$ cat config.mk
export PLATFORM = sky130hd
export DESIGN_NAME = host_port_strap
export DESIGN_NICKNAME = d
export VERILOG_FILES = /design/src/rtl/host_port_pkg.sv /design/src/rtl/level_edges.sv /design/src/rtl/host_port_strap.sv
export SDC_FILE = /design/constraint.sdc
export NUM_CORES = 1
export LEC_CHECK = 0
export BUFFER_PORTS_ARGS = -buffer_cell sky130_fd_sc_hd__buf_2
export CAP_MARGIN = 20
export CORE_MARGIN = 1
export CORE_UTILIZATION = 45
export DETAILED_ROUTE_END_ITERATION = 10
export HOLD_SLACK_MARGIN = 0.15
export SYNTH_ARGS = -nofsm -noshare
export SYNTH_HDL_FRONTEND = slang
export SYNTH_HIERARCHICAL = 1
export SYNTH_SLANG_ARGS = --single-unit
$ cat constraint.sdc
create_clock -name i_mclk -period 4.3 [get_ports i_mclk]
set_clock_uncertainty 0.05 [all_clocks]
set_input_delay 0.86 -clock i_mclk [delete_from_list [all_inputs] [get_ports i_mclk]]
set_output_delay 0.86 -clock i_mclk [all_outputs]
set_load 0.005 [all_outputs]
$ cat src/rtl/host_port_pkg.sv
/*
 * Constants shared by the host port strap and trigger block.
 * Assumes a 200 MHz system clock and a plain word-wide register port.
 */
package host_port_pkg;
	// System clock period in picoseconds.
	localparam int MCLK_PERIOD_PS = 5000;
	// Periods of the three selectable device clock rates, in picoseconds.
	localparam int T12_PS = 83333;
	localparam int T16_PS = 62500;
	localparam int T20_PS = 50000;
	// System cycles per device clock period, rounded down.
	localparam int CYC12 = (T12_PS / MCLK_PERIOD_PS < 1) ? 1 : T12_PS / MCLK_PERIOD_PS;
	localparam int CYC16 = (T16_PS / MCLK_PERIOD_PS < 1) ? 1 : T16_PS / MCLK_PERIOD_PS;
	localparam int CYC20 = (T20_PS / MCLK_PERIOD_PS < 1) ? 1 : T20_PS / MCLK_PERIOD_PS;

	// Register byte offsets.
	localparam logic [7:0] OFS_CFG1 = 8'h00;
	localparam logic [7:0] OFS_CLKSEL = 8'h04;
	localparam logic [7:0] OFS_PINSTAT = 8'h08;
	localparam logic [7:0] OFS_FRAMES = 8'h0C;
	localparam logic [7:0] OFS_LASTWR = 8'h10;
	localparam logic [7:0] OFS_STSBASE = 8'h14;

	// Field positions.
	localparam int CFG1_BC_MODE = 0;
	localparam int CFG1_EXT_TRIG_EN = 1;
	localparam int STS_SUBSYS_BIT = 2;
	localparam int PIN_WIDTH_STRAP = 0;
	localparam int PIN_FLAG_LEVEL = 1;
	localparam int PIN_POLARITY = 2;

	// Reset values.
	localparam logic [1:0] CFG1_RESET = 2'h0;
	localparam logic [1:0] CLKSEL_RESET = 2'h0;
	localparam logic [15:0] STSBASE_RESET = 16'h0000;

	// Clock selection codes.
	typedef enum logic [1:0] {
		CLK_12 = 2'b00,
		CLK_16 = 2'b01,
		CLK_20 = 2'b10
	} clk_sel_t;

	// Host cycle states.
	typedef enum logic [1:0] {
		H_IDLE = 2'b00,
		H_WAIT = 2'b01,
		H_DONE = 2'b10
	} host_state_t;
endpackage

$ cat src/rtl/level_edges.sv
/*
 * Rising and falling edge detector for one synchronous level.
 * Assumes the level is already synchronous to i_mclk.
 */
`timescale 1ns/1ps
`default_nettype none
module level_edges (
	input wire logic i_mclk,
	input wire logic i_rstn,
	input wire logic i_level,
	output logic o_rise,
	output logic o_fall
);
	logic prev_r;
	logic prev_nxt;

	// The previous level simply follows the input.
	always_comb begin
		prev_nxt = i_level;
	end

	// The previous level resets high so that a held-high input gives no false rise.
	always_ff @(posedge i_mclk) begin
		if (!i_rstn) begin
			prev_r <= 1'b1;
		end else begin
			prev_r <= prev_nxt;
		end
	end

	// Edges compare the present level with the stored one.
	assign o_rise = i_level & ~prev_r;
	assign o_fall = ~i_level & prev_r;
endmodule
`default_nettype wire

$ cat src/rtl/host_port_strap.sv
/*
 * Host port of a serial bus terminal: strap handling, read/write sense,
 * data bus turnaround, clock rate selection, subsystem flag and frame trigger.
 * Assumes all pins are synchronous to i_mclk and the board resolves the data bus.
 */
// What this block does
// - Sense select high: read/write line high reads, low writes.
// - Sense select low: read/write line low reads, high writes.
// - The sense select pin offers no transparent acknowledge function.
// - One input clock; 12, 16 or 20 MHz chosen by configuration.
// - In remote terminal mode a low flag input sets the subsystem flag bit.
// - In controller mode a rising trigger edge starts a frame when enabled.
// - Data lines are sampled on writes and driven by the device on reads.
// - Both buses give positive and negative receiver copies for test.
`timescale 1ns/1ps
`default_nettype none
module host_port_strap #(
	parameter int HOST_WAIT = 2,
	parameter int MEM_DEPTH = 16,
	parameter int HADDR_W = 4
) (
	input wire logic i_mclk,
	input wire logic i_rstn,
	input wire logic [7:0] i_addr,
	input wire logic [31:0] i_wdata,
	input wire logic i_wr,
	input wire logic i_rd,
	output logic [31:0] o_rdata,
	input wire logic i_width_request_strap,
	input wire logic i_unused_select_strap,
	input wire logic i_polarity_sel,
	input wire logic i_rdwr,
	input wire logic i_host_strobe_n,
	input wire logic [HADDR_W-1:0] i_host_addr,
	input wire logic [15:0] i_data_in,
	output logic [15:0] o_data_out,
	output logic o_data_oe,
	output logic o_host_handshake_n,
	input wire logic i_subsys_fault_or_frame_trigger,
	output logic [15:0] o_status_word,
	output logic o_frame_start,
	output logic o_dev_clk_tick,
	input wire logic i_rx_a,
	input wire logic i_rx_b,
	output logic o_rx_a_pos,
	output logic o_rx_a_neg,
	output logic o_rx_b_pos,
	output logic o_rx_b_neg
);
	logic [1:0] cfg1_r, cfg1_nxt;
	logic [1:0] clksel_r, clksel_nxt;
	logic [15:0] stsbase_r, stsbase_nxt;
	logic [15:0] frames_r, frames_nxt;
	logic [15:0] lastwr_r, lastwr_nxt;
	logic [31:0] rdata_r, rdata_nxt;
	logic trig_rise;
	logic strobe_fall;
	logic is_read;

	// The unused select strap is deliberately left unread.
	// The sense select pin only selects read polarity, never acknowledges.
	assign is_read = i_polarity_sel ? i_rdwr : ~i_rdwr;

	level_edges u_trig_edge (
		.i_mclk(i_mclk),
		.i_rstn(i_rstn),
		.i_level(i_subsys_fault_or_frame_trigger),
		.o_rise(trig_rise),
		.o_fall()
	);

	level_edges u_strobe_edge (
		.i_mclk(i_mclk),
		.i_rstn(i_rstn),
		.i_level(i_host_strobe_n),
		.o_rise(),
		.o_fall(strobe_fall)
	);

	// Register writes, read data and the frame counter.
	always_comb begin
		cfg1_nxt = cfg1_r;
		clksel_nxt = clksel_r;
		stsbase_nxt = stsbase_r;
		frames_nxt = frames_r;
		rdata_nxt = 32'h0000_0000;
		if (i_wr) begin
			case (i_addr)
				host_port_pkg::OFS_CFG1: cfg1_nxt = i_wdata[1:0];
				host_port_pkg::OFS_CLKSEL: clksel_nxt = i_wdata[1:0];
				host_port_pkg::OFS_STSBASE: stsbase_nxt = i_wdata[15:0];
				default: cfg1_nxt = cfg1_r;
			endcase
		end
		if (o_frame_start) begin
			frames_nxt = frames_r + 16'h0001;
		end
		if (i_rd) begin
			case (i_addr)
				host_port_pkg::OFS_CFG1: rdata_nxt = {30'h0000_0000, cfg1_r};
				host_port_pkg::OFS_CLKSEL: rdata_nxt = {30'h0000_0000, clksel_r};
				host_port_pkg::OFS_PINSTAT: begin
					rdata_nxt[host_port_pkg::PIN_WIDTH_STRAP] = i_width_request_strap;
					rdata_nxt[host_port_pkg::PIN_FLAG_LEVEL] = i_subsys_fault_or_frame_trigger;
					rdata_nxt[host_port_pkg::PIN_POLARITY] = i_polarity_sel;
				end
				host_port_pkg::OFS_FRAMES: rdata_nxt = {16'h0000, frames_r};
				host_port_pkg::OFS_LASTWR: rdata_nxt = {16'h0000, lastwr_r};
				host_port_pkg::OFS_STSBASE: rdata_nxt = {16'h0000, stsbase_r};
				default: rdata_nxt = 32'h0000_0000;
			endcase
		end
	end

	// Registers of the software port.
	always_ff @(posedge i_mclk) begin
		if (!i_rstn) begin
			cfg1_r <= host_port_pkg::CFG1_RESET;
			clksel_r <= host_port_pkg::CLKSEL_RESET;
			stsbase_r <= host_port_pkg::STSBASE_RESET;
			frames_r <= 16'h0000;
			rdata_r <= 32'h0000_0000;
		end else begin
			cfg1_r <= cfg1_nxt;
			clksel_r <= clksel_nxt;
			stsbase_r <= stsbase_nxt;
			frames_r <= frames_nxt;
			rdata_r <= rdata_nxt;
		end
	end
	assign o_rdata = rdata_r;

	// Device clock rate divider; the rate is chosen by software, not detected.
	logic [4:0] div_r, div_nxt;
	logic tick_r, tick_nxt;
	logic [4:0] div_last;
	always_comb begin
		case (clksel_r)
			host_port_pkg::CLK_12: div_last = 5'(host_port_pkg::CYC12 - 1);
			host_port_pkg::CLK_16: div_last = 5'(host_port_pkg::CYC16 - 1);
			default: div_last = 5'(host_port_pkg::CYC20 - 1);
		endcase
		div_nxt = (div_r >= div_last) ? 5'h00 : div_r + 5'h01;
		tick_nxt = (div_r >= div_last);
	end

	// Divider state.
	always_ff @(posedge i_mclk) begin
		if (!i_rstn) begin
			div_r <= 5'h00;
			tick_r <= 1'b0;
		end else begin
			div_r <= div_nxt;
			tick_r <= tick_nxt;
		end
	end
	assign o_dev_clk_tick = tick_r;

	// Status word and frame start derived from the shared flag/trigger pin.
	logic [15:0] sts_r, sts_nxt;
	logic frame_r, frame_nxt;
	always_comb begin
		sts_nxt = stsbase_r;
		if (!cfg1_r[host_port_pkg::CFG1_BC_MODE] && !i_subsys_fault_or_frame_trigger) begin
			sts_nxt[host_port_pkg::STS_SUBSYS_BIT] = 1'b1;
		end
		frame_nxt = cfg1_r[host_port_pkg::CFG1_BC_MODE] &
			cfg1_r[host_port_pkg::CFG1_EXT_TRIG_EN] & trig_rise;
	end

	// Flag and trigger outputs.
	always_ff @(posedge i_mclk) begin
		if (!i_rstn) begin
			sts_r <= 16'h0000;
			frame_r <= 1'b0;
		end else begin
			sts_r <= sts_nxt;
			frame_r <= frame_nxt;
		end
	end
	assign o_status_word = sts_r;
	assign o_frame_start = frame_r;

	// Receiver test copies in both polarities.
	logic [3:0] rx_r, rx_nxt;
	always_comb begin
		rx_nxt = {~i_rx_b, i_rx_b, ~i_rx_a, i_rx_a};
	end

	// Receiver copy registers.
	always_ff @(posedge i_mclk) begin
		if (!i_rstn) begin
			rx_r <= 4'h0;
		end else begin
			rx_r <= rx_nxt;
		end
	end
	assign o_rx_a_pos = rx_r[0];
	assign o_rx_a_neg = rx_r[1];
	assign o_rx_b_pos = rx_r[2];
	assign o_rx_b_neg = rx_r[3];

	// Host cycle: shared word memory, data bus turnaround and handshake.
	logic [15:0] mem [MEM_DEPTH];
	host_port_pkg::host_state_t hst_r, hst_nxt;
	logic [7:0] hcnt_r, hcnt_nxt;
	logic [15:0] dout_r, dout_nxt;
	logic doe_r, doe_nxt;
	logic hs_n_r, hs_n_nxt;
	logic mem_we;
	always_comb begin
		hst_nxt = hst_r;
		hcnt_nxt = hcnt_r;
		dout_nxt = dout_r;
		doe_nxt = doe_r;
		hs_n_nxt = hs_n_r;
		lastwr_nxt = lastwr_r;
		mem_we = 1'b0;
		case (hst_r)
			host_port_pkg::H_IDLE: begin
				if (strobe_fall) begin
					hst_nxt = host_port_pkg::H_WAIT;
					hcnt_nxt = 8'h00;
					if (is_read) begin
						dout_nxt = mem[i_host_addr];
						doe_nxt = 1'b1;
					end else begin
						mem_we = 1'b1;
						lastwr_nxt = i_data_in;
					end
				end
			end
			host_port_pkg::H_WAIT: begin
				if (hcnt_r >= 8'(HOST_WAIT)) begin
					hst_nxt = host_port_pkg::H_DONE;
					hs_n_nxt = 1'b0;
				end else begin
					hcnt_nxt = hcnt_r + 8'h01;
				end
			end
			host_port_pkg::H_DONE: begin
				if (i_host_strobe_n) begin
					hst_nxt = host_port_pkg::H_IDLE;
					hs_n_nxt = 1'b1;
					doe_nxt = 1'b0;
				end
			end
			default: hst_nxt = host_port_pkg::H_IDLE;
		endcase
	end

	// Host cycle state and memory.
	always_ff @(posedge i_mclk) begin
		if (!i_rstn) begin
			hst_r <= host_port_pkg::H_IDLE;
			hcnt_r <= 8'h00;
			dout_r <= 16'h0000;
			doe_r <= 1'b0;
			hs_n_r <= 1'b1;
			lastwr_r <= 16'h0000;
		end else begin
			hst_r <= hst_nxt;
			hcnt_r <= hcnt_nxt;
			dout_r <= dout_nxt;
			doe_r <= doe_nxt;
			hs_n_r <= hs_n_nxt;
			lastwr_r <= lastwr_nxt;
		end
		if (mem_we) begin
			mem[i_host_addr] <= i_data_in;
		end
	end
	assign o_data_out = dout_r;
	assign o_data_oe = doe_r;
	assign o_host_handshake_n = hs_n_r;

	// Goes high one edge after reset is released. The checks below stay off until then,
	// because in the release cycle the outputs still show their reset values.
	logic live_r, live_nxt;
	always_comb begin
		live_nxt = 1'b1;
	end

	// Check enable register; it drops at the same edge that resets the block.
	always_ff @(posedge i_mclk) begin
		if (!i_rstn) begin
			live_r <= 1'b0;
		end else begin
			live_r <= live_nxt;
		end
	end

	a_flag_sets_bit: assert property (@(posedge i_mclk) disable iff (!live_r)
		(!cfg1_r[0] && !i_subsys_fault_or_frame_trigger) |=> o_status_word[2])
		else $error("Subsystem flag bit not set.");
	a_flag_clear_bit: assert property (@(posedge i_mclk) disable iff (!live_r)
		(!cfg1_r[0] && i_subsys_fault_or_frame_trigger) |=> o_status_word[2] == $past(stsbase_r[2]))
		else $error("Subsystem flag bit wrongly forced.");
	a_trig_frame: assert property (@(posedge i_mclk) disable iff (!live_r)
		(cfg1_r == 2'h3 && trig_rise) |=> o_frame_start)
		else $error("Enabled trigger edge did not start a frame.");
	a_trig_gated: assert property (@(posedge i_mclk) disable iff (!live_r)
		(cfg1_r != 2'h3) |=> !o_frame_start)
		else $error("Frame started without trigger enable.");
	a_read_drives: assert property (@(posedge i_mclk) disable iff (!live_r)
		(hst_r == host_port_pkg::H_IDLE && strobe_fall && i_polarity_sel && i_rdwr) |=> o_data_oe)
		else $error("High-sense read did not drive the bus.");
	a_write_quiet: assert property (@(posedge i_mclk) disable iff (!live_r)
		(hst_r == host_port_pkg::H_IDLE && strobe_fall && !i_polarity_sel && i_rdwr) |=> !o_data_oe)
		else $error("Low-sense write drove the bus.");
	a_write_stored: assert property (@(posedge i_mclk) disable iff (!live_r)
		(hst_r == host_port_pkg::H_IDLE && strobe_fall && !is_read) |=> lastwr_r == $past(i_data_in))
		else $error("Written host word not captured.");
	a_handshake_wait: assert property (@(posedge i_mclk) disable iff (!live_r)
		(hst_r == host_port_pkg::H_IDLE && strobe_fall) |=> o_host_handshake_n [*2])
		else $error("Handshake asserted too early.");
	a_rx_copies: assert property (@(posedge i_mclk) disable iff (!live_r)
		##1 (o_rx_a_pos == $past(i_rx_a)) && (o_rx_b_neg == !$past(i_rx_b)))
		else $error("Receiver test copies wrong.");
	a_tick_period: assert property (@(posedge i_mclk) disable iff (!live_r)
		(o_dev_clk_tick && clksel_r == 2'h2 && $stable(clksel_r)) |=> !o_dev_clk_tick [*8])
		else $error("Device clock tick too frequent.");
endmodule
`default_nettype wire

==> metrics.csv <==
metric,value,unit
outcome,finished clean,
final-seq-area,10190,sq um
via_per_inst,5.436,
hp-start,lastwr_r[11],
crit_top_cell,nor2b_1,
syn2layout_area_growth,16.31,%
clockRootBuffer,clkbuf_16,
drc,0,
maxCapViolCount,0,
ir_drop,247.0,uV
nets,1113,
gr-total-overflow,0,
diodes,0,
fin_setup_tns,0,ns
pre_cts_ws,0.9395,ns
slew_violations,0,
num_vias,7969,
met2_length,15.41,mm
synth_cells,893,
worst-path-max-fanout,8,
fin_cells,1466,
rr_endpoint,mem[10][8],
ant_nets,0,
r2r_slack,1.61,ns
fill_cells,2595,
finalSetupViolCount,0,
wl_met1,14.15,mm
grt_use_total,19.80,%
dieArea,33010,sq um
whs,0.4145,ns
crit_chain,buf_2 > nor2b_1 > nor3b_2 > nor2b_1 > nand3b_1 > nor2_2 > buf_4,
dpl.cell_count,1395,
dr_wl_met3,1.573,mm
grt_pass1_wl,48.38,mm
core_area,31640,sq um
final_cell_mix,"256 x edfxtp_1, 125 x dfxtp_1, 109 x buf_2",
firstDrtPassIters,5,
drive_above_1_share,28.67,%
place_hpwl,20.38,mm
fmax,352.5,MHz
period_share,65.97,%
path_delay_family,simple AND/OR/NAND/NOR gates,
worstMarginPinSlew,0.8993,ns
required,4.47,ns
portBuffers,110,
hold_class,reg -> reg,
cpPeakStageDelay,0.54,ns
cts_hold_buf,0,
path_class,in -> reg,
mostFrequentLayoutCell,edfxtp_1,
clk_latency,0.52,ns
numCtsBuffers,40,
avgSynthCellArea,16.27,sq um
num_rows,65,
cts_tree,yes,
post_cts_resized,0,
cts.sinks,381,
rr_worst_depth,6,
gp_congestion,0.7779,
multi_input_area,4104,sq um
top_layer,met5,
power_leakage,0.006014,uW
endpoint_kind,flop,
slew_headroom,40.04,%
layout_min_cycle_time,2.837,ns
postCtsSetupBuffers,0,
grt_pass1_vias,8076,
synth_area,14530,sq um
grt_max_degree,42,
clk_path_buf_depth,3,
htree_levels,2,
fp.dieH,181.7,um
worst_slack,1.463,ns
die_x,181.7,um
critPathBufInv,2,
antenna_found_initial,2,
critPathSlowestCell,nor2_2,
crit_arrival,3.01,ns
routed_wl,31.68,mm
drt_iter0_markers,627,
wl_per_cell,21.61,um
power_density,443.7,nW/um^2
num_io_pins,144,
min_to,lastwr_r[11],
rsz0062_at_grt,no,
holdPathStages,2,
yosysWarnings,6,
initial_core_util,45.93,%
reg2reg_from,u_strobe_edge/prev_r,
crit_cells,7,
start_kind,primary input,
finalHoldViolCount,0,
clkSlewWorstSetupHoldPaths,0.05,ns
-- layout make-up --
class,instances,area share (%)
repair buffers,149,5.227
clock buffers,52,6.492
flip-flops and latches,381,60.29
clock inverters,19,0.6663
well taps,402,2.976
inverters,3,0.06663
multi-input cells,460,24.28
-- how the worst max path moves through the flow --
| stage | from | endpoint | slack, ns |
|---|---|---|---|
| 2_1_floorplan | i_host_strobe_n | mem[3][0] | 0.74 |
| 3_3_place_gp | i_host_strobe_n | mem[10][1] | 0.98 |
| 3_5_place_dp | i_host_strobe_n | mem[6][1] | 0.94 |
| 4_1_cts | i_host_strobe_n | mem[6][7] | 1.45 |
| 5_1_grt | i_host_strobe_n | mem[6][8] | 1.26 |
| 6_report | i_host_strobe_n | mem[10][8] | 1.46 |
-- per-stage QoR --
step / power (uW) / instance area (sq um) / util (%)
after floorplan: 4260 / 14590 / -
after global placement: 4404 / 15690 / 49.60
after detailed placement: 4408 / 15690 / 49.60
after CTS: 7585 / 16900 / 53.42
after global routing: 7762 / 16900 / 53.42
final: 7499 / 16900 / 53.42
-- sequential cells by signal (all words and copies together), names as in the netlist, 4 cells and up --
signal         cells
mem              256
frames_r          16
lastwr_r          16
o_data_out        16
o_rdata           16
o_status_word     16
stsbase_r         16
hcnt_r             8
div_r              5
rx_r               4
-- power breakdown --
group | total [uW] | switching [uW] | internal (uW)
sequential | 3970 | 22.9 | 3950
clock | 3170 | 1320 | 1850
combinational | 357 | 210 | 147
total | 7500 | 1550 | 5940
-- tightest hold or removal path, stage by stage (launching register included) --
cell and delay (ns):
dfxtp_1 0.31, nand2_1 0.05, a21oi_1 0.05
-- layer usage --
layer	GRT usage, %	up-vias
li1	-	3681
met1	27.70	4056
met2	32.46	184
met3	3.269	44
met4	4.746	4
met5	0	-
Note: power is estimated with default switching activity, not from simulation.
